## src/bbc_pkg.sv

```systemverilog
// Constants for the billboard configuration register bank.
// Assumes an 8-bit register port in the hub core clock domain.
package bbc_pkg;
  localparam logic [7:0] BBC_OFS_CONFIG = 8'h2B;
  localparam logic [7:0] BBC_OFS_STR1_LEN = 8'h2C;
  localparam logic [7:0] BBC_OFS_STR2_LEN = 8'h2D;
  localparam logic [7:0] BBC_RST_STR_LEN = 8'h2C;
  localparam logic [3:0] BBC_RST_CONN_PWR = 4'h0;
  localparam logic [3:0] BBC_I2C_CONN_PWR = 4'h8;
  localparam int BBC_POS_CONN_PWR = 4;
  localparam int BBC_POS_RESULT = 2;
  localparam int BBC_POS_FAIL = 1;
  localparam int BBC_POS_CONN = 0;
  localparam int BBC_POS_NOPWR = 3;
  localparam logic [1:0] BBC_RES_ERROR = 2'h0;
  localparam logic [1:0] BBC_RES_NOT_TRIED = 2'h1;
  localparam logic [1:0] BBC_RES_FAILED = 2'h2;
  localparam logic [1:0] BBC_RES_OK = 2'h3;
  localparam logic [9:0] BBC_STR_BYTE_LIMIT = 10'h1E0;
endpackage

```

## src/bbc_regs.sv

```systemverilog
// Billboard configuration register bank with descriptor field outputs.
// Assumes a single-cycle byte register port on clk_sys; straps come from pins.
module bbc_regs
  import bbc_pkg::*;
(
  // Clock and reset
  input wire logic clk_sys,
  input wire logic rst,
  // Mode select: high for I2C (EEPROM) mode, low for SMBus mode
  input wire logic i2c_mode,
  // Register port
  input wire logic reg_wr,
  input wire logic reg_rd,
  input wire logic [7:0] reg_addr,
  input wire logic [7:0] reg_wdata,
  output logic [7:0] reg_rdata,
  // Strap pins
  input wire logic [1:0] alt_mode_result_strap,
  input wire logic billboard_enable_strap,
  // Descriptor fields
  output logic [1:0] descriptor_config_result,
  output logic [7:0] descriptor_extra_failure_info,
  output logic [3:0] connector_power_field,
  output logic no_connector_power,
  output logic billboard_connected_flag,
  output logic [7:0] first_string_char_count,
  output logic [7:0] second_string_char_count,
  output logic [8:0] first_desc_length,
  output logic [8:0] second_desc_length,
  output logic [9:0] second_string_offset,
  output logic string_size_ok
);

  logic [1:0] strap_res_s1_ff, strap_res_ff;
  logic strap_en_s1_ff, strap_en_ff;
  logic [3:0] conn_pwr_ff;
  logic [1:0] alt_mode_result_ff;
  logic extra_failure_bit_ff;
  logic conn_flag_ff;
  logic [7:0] str1_len_ff, str2_len_ff;
  logic [7:0] nxt_rdata;
  logic [3:0] eff_pwr;
  logic [1:0] eff_res;
  logic eff_fail, eff_conn;
  logic [9:0] str1_bytes, str2_bytes;

  // Two-stage synchronisers for strap pins
  always_ff @(posedge clk_sys) begin
    if (rst) begin
      strap_res_s1_ff <= 2'h0;
      strap_res_ff <= 2'h0;
      strap_en_s1_ff <= 1'b0;
      strap_en_ff <= 1'b0;
    end else begin
      strap_res_s1_ff <= alt_mode_result_strap;
      strap_res_ff <= strap_res_s1_ff;
      strap_en_s1_ff <= billboard_enable_strap;
      strap_en_ff <= strap_en_s1_ff;
    end
  end

  // Configuration byte writes; in I2C mode the stored bits are kept but masked
  always_ff @(posedge clk_sys) begin
    if (rst) begin
      conn_pwr_ff <= BBC_RST_CONN_PWR;
      alt_mode_result_ff <= BBC_RES_ERROR;
      extra_failure_bit_ff <= 1'b0;
      conn_flag_ff <= 1'b0;
    end else if (reg_wr && reg_addr == BBC_OFS_CONFIG && !i2c_mode) begin
      conn_pwr_ff <= reg_wdata[BBC_POS_CONN_PWR +: 4];
      alt_mode_result_ff <= reg_wdata[BBC_POS_RESULT +: 2];
      extra_failure_bit_ff <= reg_wdata[BBC_POS_FAIL];
      conn_flag_ff <= reg_wdata[BBC_POS_CONN];
    end
  end

  // String length registers, writable in both modes (EEPROM load or host)
  always_ff @(posedge clk_sys) begin
    if (rst) begin
      str1_len_ff <= BBC_RST_STR_LEN;
      str2_len_ff <= BBC_RST_STR_LEN;
    end else if (reg_wr) begin
      if (reg_addr == BBC_OFS_STR1_LEN) str1_len_ff <= reg_wdata;
      if (reg_addr == BBC_OFS_STR2_LEN) str2_len_ff <= reg_wdata;
    end
  end

  // Effective field values per mode
  always_comb begin
    eff_pwr = i2c_mode ? BBC_I2C_CONN_PWR : conn_pwr_ff;
    eff_res = i2c_mode ? strap_res_ff : alt_mode_result_ff;
    eff_fail = i2c_mode ? 1'b0 : extra_failure_bit_ff;
    eff_conn = i2c_mode ? strap_en_ff : conn_flag_ff;
  end

  // Read mux; unmapped offsets read zero
  always_comb begin
    unique case (reg_addr)
      BBC_OFS_CONFIG: nxt_rdata = {eff_pwr, eff_res, eff_fail, eff_conn};
      BBC_OFS_STR1_LEN: nxt_rdata = str1_len_ff;
      BBC_OFS_STR2_LEN: nxt_rdata = str2_len_ff;
      default: nxt_rdata = 8'h00;
    endcase
  end

  // Registered read data, held between reads
  always_ff @(posedge clk_sys) begin
    if (rst) reg_rdata <= 8'h00;
    else if (reg_rd) reg_rdata <= nxt_rdata;
  end

  // String sizing; byte counts of the UTF-16 bodies
  assign str1_bytes = {1'b0, str1_len_ff, 1'b0};
  assign str2_bytes = {1'b0, str2_len_ff, 1'b0};

  // Descriptor outputs registered so they change one cycle after the cause
  always_ff @(posedge clk_sys) begin
    if (rst) begin
      descriptor_config_result <= BBC_RES_ERROR;
      descriptor_extra_failure_info <= 8'h00;
      connector_power_field <= BBC_RST_CONN_PWR;
      no_connector_power <= 1'b0;
      billboard_connected_flag <= 1'b0;
      first_string_char_count <= BBC_RST_STR_LEN;
      second_string_char_count <= BBC_RST_STR_LEN;
      // Lengths reset to what the reset counts imply, so the length outputs never disagree with them
      first_desc_length <= 9'({1'b0, BBC_RST_STR_LEN, 1'b0} + 10'h002);
      second_desc_length <= 9'({1'b0, BBC_RST_STR_LEN, 1'b0} + 10'h002);
      second_string_offset <= 10'(({1'b0, BBC_RST_STR_LEN, 1'b0} + 10'h003) & 10'h3FC);
      string_size_ok <= 1'b0;
    end else begin
      descriptor_config_result <= eff_res;
      // Failure info only meaningful when connector power is required
      descriptor_extra_failure_info <= {7'h00, eff_fail & ~eff_pwr[BBC_POS_NOPWR]};
      connector_power_field <= eff_pwr;
      no_connector_power <= eff_pwr[BBC_POS_NOPWR];
      billboard_connected_flag <= eff_conn;
      first_string_char_count <= str1_len_ff;
      second_string_char_count <= str2_len_ff;
      first_desc_length <= 9'(str1_bytes + 10'h002);
      second_desc_length <= 9'(str2_bytes + 10'h002);
      // Round up to a 4-byte boundary directly after string one
      second_string_offset <= 10'((str1_bytes + 10'h003) & 10'h3FC);
      // Advisory check of the host's sizing duty; an odd string-one count costs the pad bytes
      string_size_ok <= (11'(str1_bytes) + 11'(str2_bytes) + 11'({str1_len_ff[0], 1'b0}))
                        <= 11'(BBC_STR_BYTE_LIMIT);
    end
  end
endmodule

```

## config.mk

```make
export PLATFORM = sky130hd
export DESIGN_NAME = bbc_regs
export DESIGN_NICKNAME = d
export VERILOG_FILES = /design/src/bbc_pkg.sv /design/src/bbc_regs.sv
export SDC_FILE = /design/constraint.sdc
export NUM_CORES = 1
export LEC_CHECK = 0
export BUFFER_PORTS_ARGS = -buffer_cell sky130_fd_sc_hd__buf_2
export CORE_ASPECT_RATIO = 1.4
export CORE_MARGIN = 3
export CORE_UTILIZATION = 52
export CTS_CLUSTER_DIAMETER = 200
export DETAILED_ROUTE_END_ITERATION = 8
export PLACE_DENSITY_LB_ADDON = 0.25
export SLEW_MARGIN = 30
export SYNTH_ARGS = -nofsm -noshare
export SYNTH_HDL_FRONTEND = slang
export SYNTH_SLANG_ARGS = --single-unit
```

## constraint.sdc

```tcl
create_clock -name clk_sys -period 2.75 [get_ports clk_sys]
set_input_delay 0.4125 -clock clk_sys [delete_from_list [all_inputs] [get_ports clk_sys]]
set_output_delay 0.4125 -clock clk_sys [all_outputs]
set_load 0.005 [all_outputs]
```

==> metrics.csv, run 1 <==
stage,metric,value,unit
synthesis,"EDFF count, synth",0,
global_route,first-pass GRT wire length,11.12,mm
setup_path,startpoint types,flop,
setup_path,crit path kind,flop to flop,
placed_design,Placed Cells,487,
placed_design,dpl hpwl,5.328,mm
power_and_ir_drop,Peak VDD IR,0.3306,mV
synthesis,Synth area leader,dfxtp_1,
route,via count,2620,
layout,final instance area,0.004026,mm^2
floorplan,row count,34,
outcome,status,completed,
clock_tree,CTS Root Cell,clkbuf_8,
clock_tree,post-cts hold buffer count,0,
setup_path,"Arr. time, crit path",2800,ps
synthesis,synth warn,0,
floorplan,die area,0.007671,mm^2
timing,skew final,6.645,ps
timing,fmax,390.8,MHz
timing,Slew HR,46.08,%
synthesis,Avg Inst Size Synth,9.786,um^2
synthesis,"flops & latches, synth",80,
layout,post-route insts no fill,503,
global_route,vias in the first global route,2213,
route,post-route ant nets,0,
clock_tree,"Clk pin slew, worst setup/hold paths",80,ps
clock_tree,post-cts repair resize count,0,
setup_path,Worst EP required,2990,ps
synthesis,sequential area share after synthesis,46.36,%
synthesis,"FFs w/ async S/R, synth",0,%
route,WL final,7.301,mm
clock_tree,deepest clock path buffer count,2,
synthesis,Synth Flop Type,dfxtp_1,
timing,RSZ-0062 raised after global routing,no,
timing,setup violators final,0,
floorplan,IO Count,93,
synthesis,biggest area contributors in the synthesized netlist,"dfxtp_1 (46%), mux2i_1 (8.4%), nor2_1 (5.5%), ha_1 (5.1%), nor2b_1 (4.5%)",
synthesis,most common cell in the netlist,dfxtp_1,
synthesis,Synth cell types,46,
route,routed wl met2,3.649,mm
clock_tree,post-CTS setup buffers,0,
layout,fin nets,466,
route,Wirelength per Cell,14.51,um
hold_path,worst hold-check path type,input pin to flop,
synthesis,synth cell count leaders,"dfxtp_1 (80), nor2_1 (51), mux2i_1 (29)",
route,DRT Pass-1 Iters,5,
synthesis,Mapped Area,0.003455,mm^2
timing,final hold viol count,0,
power_and_ir_drop,PD cells,551.6,mW/mm^2
route,Top Metal Used,met4,
floorplan,Starting Density,54.50,%
clock_tree,H-tree depth,3,
power_and_ir_drop,leakage,1.948,nW
route,WL met1,3.073,mm
placed_design,routability cong.,0.8393,
clock_tree,clock sinks,80,
timing,"Slew Viols, Final",0,
placed_design,Area after DPL,0.003799,mm^2
clock_tree,later-pin clock latency in the skew report,350,ps
setup_path,CP max FO,7,
floorplan,DIE HEIGHT,102.4,um
clock_tree,CTS buffer count,9,
floorplan,Core Footprint,0.006339,mm^2
route,Met3 Wirelength,468,um
setup_path,Critical Path Sink Type,flop,
route,Vias/cell,5.209,
timing,min Tclk post-route,2559,ps
timing,Setup TNS,0,ps
layout,P&R area growth vs syn,16.55,%
route,drc violations,0,
synthesis,area share of the largest cell type after synthesis,46.36,%
global_route,initial antenna violation count,0,
job,MaxCap Viol Count,0,
layout,layout cells sized above 1,26.45,%
route,initial drt markers,245,
floorplan,Die Width,74.89,um
global_route,total congestion overflow,0,
global_route,largest net degree at the start of global routing,52,
clock_tree,CTS tree,done,
global_route,gr usage total,19.38,%
timing,Least-Margin Pin Slew,808.8,ps
layout,antenna cells,0,
timing,Final period util,93.06,%
placed_design,IO Port Bufs,81,
synthesis,Mapped Cells,353,
==> layout make-up <==
class,count,area (um^2)
inverter,14,52.55
sequential,80,1602
clock inverter,7,103.9
tap,72,90.09
multi-input combinational,234,1604
timing repair buffer,87,450.4
clock buffer,9,123.9
fill,518,2312
==> through the flow <==
step                      hold slack (ps)  util (%)  worst slack [ps]  total power [mW]
after floorplan                     413.8         -             500.0             1.256
after detailed placement            430.4     59.93             282.7             1.280
final                               264.6     63.52             190.9             2.221
after global placement              421.4     59.93             347.9             1.279
after CTS                           261.0     63.52             267.8             2.228
after global routing                267.5     63.52             141.5             2.290
==> per-layer routing <==
layer / up-vias / global-route usage (%)
met2: 102 / 31.81
met1: 1203 / 24.16
li1: 1304 / -
met5: - / 0
met4: 0 / 7.123
met3: 11 / 5.020
==> cell families after synthesis <==
group | after synthesis | synth area share [%]
xor gates and xnor gates | 15 | 3.803
AOI/OAI and AO/OA | 35 | 6.519
adders and majority gates | 16 | 6.230
DFF | 80 | 46.36
and+or+nand+nor | 128 | 20.28
other | 1 | 0.1086
muxes | 29 | 8.403
buffers and inverters | 49 | 8.294
==> worst max-delay path, stage by stage, from the launching register on <==
cell and delay (ps):
dfxtp_1 470, inv_1 120, fa_1 390, inv_1 60, ha_1 190, inv_1 70, fa_1 440, nor2_1 130
a31oi_1 100, o311ai_0 350, a31oi_1 130
==> layout by cell type (no fill, tap or decap), types with 2 or more instances in the layout <==
cell / n
nor3_1: 3
a21o_1: 2
and2_1: 3
and3_1: 5
o311ai_0: 2
nand2_1: 3
buf_4: 6
or2_2: 3
bufinv_16: 2
ha_1: 14
nand2b_1: 8
a211oi_1: 2
dfxtp_1: 80
nor2b_1: 25
nand3b_1: 2
mux2i_1: 29
a31oi_1: 3
o2bb2ai_1: 4
xnor2_1: 2
buf_2: 81
nor2_1: 51
conb_1: 11
nand3_1: 11
fa_1: 2
inv_1: 13
xor2_1: 13
nand4_1: 3
a21oi_1: 15
clkinvlp_4: 2
o22ai_1: 4
clkbuf_8: 9
==> power breakdown <==
group,total [mW],switching [mW],internal [mW]
Sequential,1.17,0.00237,1.16
Combinational,0.0869,0.0534,0.0334
Clock,0.967,0.446,0.521
==> worst paths after layout <==
path                            slack (ps)  cells after the start                   start               to
worst min-delay path                   260                      2  billboard_enable_strap   strap_en_s1_ff
worst min register to register         450                      1      strap_res_s1_ff[1]  strap_res_ff[1]
worst max-delay path                   190                     10          str1_len_ff[1]   string_size_ok
worst max register to register         190                     10          str1_len_ff[1]   string_size_ok
==> sequential cells by signal, indices dropped and copies added (netlist names) <==
name / cells
strap_res_ff: 2
second_string_char_count: 8
str2_len_ff: 8
connector_power_field: 4
string_size_ok: 1
descriptor_extra_failure_info: 1
extra_failure_bit_ff: 1
conn_pwr_ff: 4
str1_len_ff: 8
first_desc_length: 1
strap_en_ff: 1
reg_rdata: 8
alt_mode_result_ff: 2
first_string_char_count: 8
billboard_connected_flag: 1
second_string_offset: 8
strap_en_s1_ff: 1
conn_flag_ff: 1
strap_res_s1_ff: 2
descriptor_config_result: 2
second_desc_length: 8
No activity file was read; power rests on OpenSTA's default activity.
==> run 2: changes to the inputs <==
CORE_UTILIZATION = 56   (was 52)
clock period = 3.25 ns   (was 2.75 ns; I/O delays follow)
==> metrics.csv, run 2 (synthesized netlist as in run 1, its figures left out) <==
stage,metric,value,unit,change
placed_design,IO Port Bufs,81,,unchanged
hold_path,Hold Path Depth,2,,unchanged
clock_tree,post-CTS setup buffers,0,,unchanged
clock_tree,deepest clock path buffer count,2,,unchanged
timing,Hold Slack,356.8,ps,was 264.6 ps
setup_path,r2r endpoint,string_size_ok,,unchanged
clock_tree,CTS Root Cell,clkbuf_8,,unchanged
clock_tree,later-pin clock latency in the skew report,350,ps,about the same
clock_tree,H-tree depth,3,,unchanged
layout,antenna cells,0,,unchanged
route,WL final,7.228,mm,was 7.301 mm
global_route,largest net degree at the start of global routing,52,,unchanged
layout,fillers,491,,was 518
route,drc violations,0,,unchanged
layout,post-layout util,67.49,%,was 63.52%
power_and_ir_drop,Peak VDD IR,0.2808,mV,was 0.3306 mV
layout,multi-input logic area,0.001604,mm^2,unchanged
floorplan,row count,33,,was 34
placed_design,dpl hpwl,5.188,mm,was 5.328 mm
global_route,first-pass GRT wire length,11.56,mm,was 11.12 mm
power_and_ir_drop,leakage,1.935,nW,was 1.948 nW
clock_tree,post-cts repair resize count,0,,unchanged
placed_design,routability cong.,0.8667,,was 0.8393
global_route,GR peak layer,met2,,unchanged
timing,"Slew Viols, Final",0,,unchanged
clock_tree,CTS buffer count,9,,unchanged
timing,skew final,9.049,ps,was 6.645 ps
layout,Sequential cell area,0.001602,mm^2,unchanged
route,post-route ant nets,0,,unchanged
layout,fin nets,462,,was 466
hold_path,Hold Crit Endpoint,strap_res_s1_ff[1],,was strap_en_s1_ff
global_route,GRT met3 Usage,4.286,%,was 5.020%
floorplan,DIE HEIGHT,98.93,um,was 102.4 um
layout,layout cells sized above 1,25.76,%,was 26.45%
setup_path,Worst R2R Path Depth,11,,was 10
power_and_ir_drop,PD cells,465.7,mW/mm^2,was 551.6 mW/mm^2
setup_path,startpoint types,flop,,unchanged
global_route,vias in the first global route,2459,,was 2213
setup_path,CP max FO,7,,unchanged
setup_path,Critical Path Sink Type,flop,,unchanged
timing,final hold viol count,0,,unchanged
floorplan,Starting Density,58.51,%,was 54.50%
setup_path,R2R Setup Slk,640,ps,was 190 ps
timing,Final period util,80.19,%,was 93.06%
route,DRT Pass-1 Iters,4,,was 5
layout,P&R area growth vs syn,15.36,%,was 16.55%
global_route,grt met2 use,34.25,%,was 31.81%
global_route,gr usage total,20.70,%,was 19.38%
route,Vias/cell,5.179,,was 5.209
timing,min Tclk post-route,2606,ps,was 2559 ps
outcome,status,completed,,unchanged
clock_tree,clock sinks,80,,unchanged
floorplan,die area,0.007161,mm^2,was 0.007671 mm^2
route,initial drt markers,181,,was 245
floorplan,Die Width,72.38,um,was 74.89 um
timing,Slew HR,44.61,%,was 46.08%
setup_path,"Arr. time, crit path",2880,ps,was 2800 ps
clock_tree,CTS tree,done,,unchanged
route,via count,2574,,was 2620
timing,setup violators final,0,,unchanged
timing,fmax,383.7,MHz,was 390.8 MHz
setup_path,Worst EP required,3520,ps,was 2990 ps
route,Wirelength per Cell,14.54,um,was 14.51 um
global_route,total congestion overflow,0,,unchanged
setup_path,crit path kind,flop to flop,,unchanged
timing,RSZ-0062 raised after global routing,no,,unchanged
global_route,initial antenna violation count,0,,unchanged
layout,"commonest cells after routing, fill and taps aside","buf_2 (81), dfxtp_1 (80), nor2_1 (51)",,unchanged
clock_tree,"Clk pin slew, worst setup/hold paths",80,ps,about the same
timing,Setup TNS,0,ps,unchanged
hold_path,HP Start,alt_mode_result_strap[1],,was billboard_enable_strap
layout,"most common cell after layout, fill and taps aside",buf_2,,unchanged
setup_path,RR Startpoint,str1_len_ff[0],,was str1_len_ff[1]
floorplan,Core Footprint,0.005904,mm^2,was 0.006339 mm^2
floorplan,IO Count,93,,unchanged
clock_tree,post-cts hold buffer count,0,,unchanged
job,MaxCap Viol Count,0,,unchanged
timing,Least-Margin Pin Slew,830.9,ps,was 808.8 ps
global_route,met1 usage,25.89,%,was 24.16%
hold_path,worst hold-check path type,input pin to flop,,unchanged
run 2: changes by cell type in the layout (fill, tap and decap cells not counted), sizes merged:
cell      previous run  this run
clkinvlp             2         0
clkinv               1         4
buf                 87        83
inv                 16        15
run 2: routing by layer:
metal	vias up	part of all wire, %
met1	1196	44
met4	0	1.2
met5	-	0
met3	9	5.6
li1	1291	-
met2	78	49
run 2: through the flow:
step	area (um^2)	instances	setup slack, ps	total power [mW]
3_5_place_dp	3766	481	761.0	1.082
4_1_cts	3985	497	728.0	1.863
6_report	3985	497	644.0	1.856
2_1_floorplan	3492	363	1000	1.063
5_1_grt	3985	497	472.6	1.920
3_3_place_gp	3766	481	897.1	1.080
run 2: power by group:
group          internal (mW)  total [mW]  switching, mW
combinational         0.0275      0.0720         0.0445
sequential             0.985       0.987        0.00214
clock                  0.435       0.797          0.362
total                   1.45        1.86          0.409
run 2: critical path: stages, from the launching register on:
cell and delay (ps):
dfxtp_1 450, inv_1 100, fa_1 410, inv_1 70
ha_1 220, inv_1 80, fa_1 440, nor2b_1 210
nand4_1 120, a21oi_1 170, o21ai_0 110, a31oi_1 160
run 2: area by class of cell:
cell class	instances	area share, %
Clock inverter	7	2.386
Timing Repair Buffer	83	10.55
Sequential cell	80	40.19
Tap cell	70	2.198
Inverter	14	1.319
Clock buffer	9	3.108
Multi-Input combinational cell	234	40.25
run 2: how the worst max path moves through the flow:
| stage | cells after the start | slack [ps] | from | endpoint |
|---|---|---|---|---|
| after floorplan | 10 | 1000 | str1_len_ff[0] | string_size_ok |
| after global placement | 10 | 900 | str1_len_ff[0] | string_size_ok |
| after detailed placement | 11 | 760 | str1_len_ff[0] | string_size_ok |
| after CTS | 11 | 730 | str1_len_ff[0] | string_size_ok |
| after global routing | 11 | 470 | str1_len_ff[0] | string_size_ok |
| final | 11 | 640 | str1_len_ff[0] | string_size_ok |
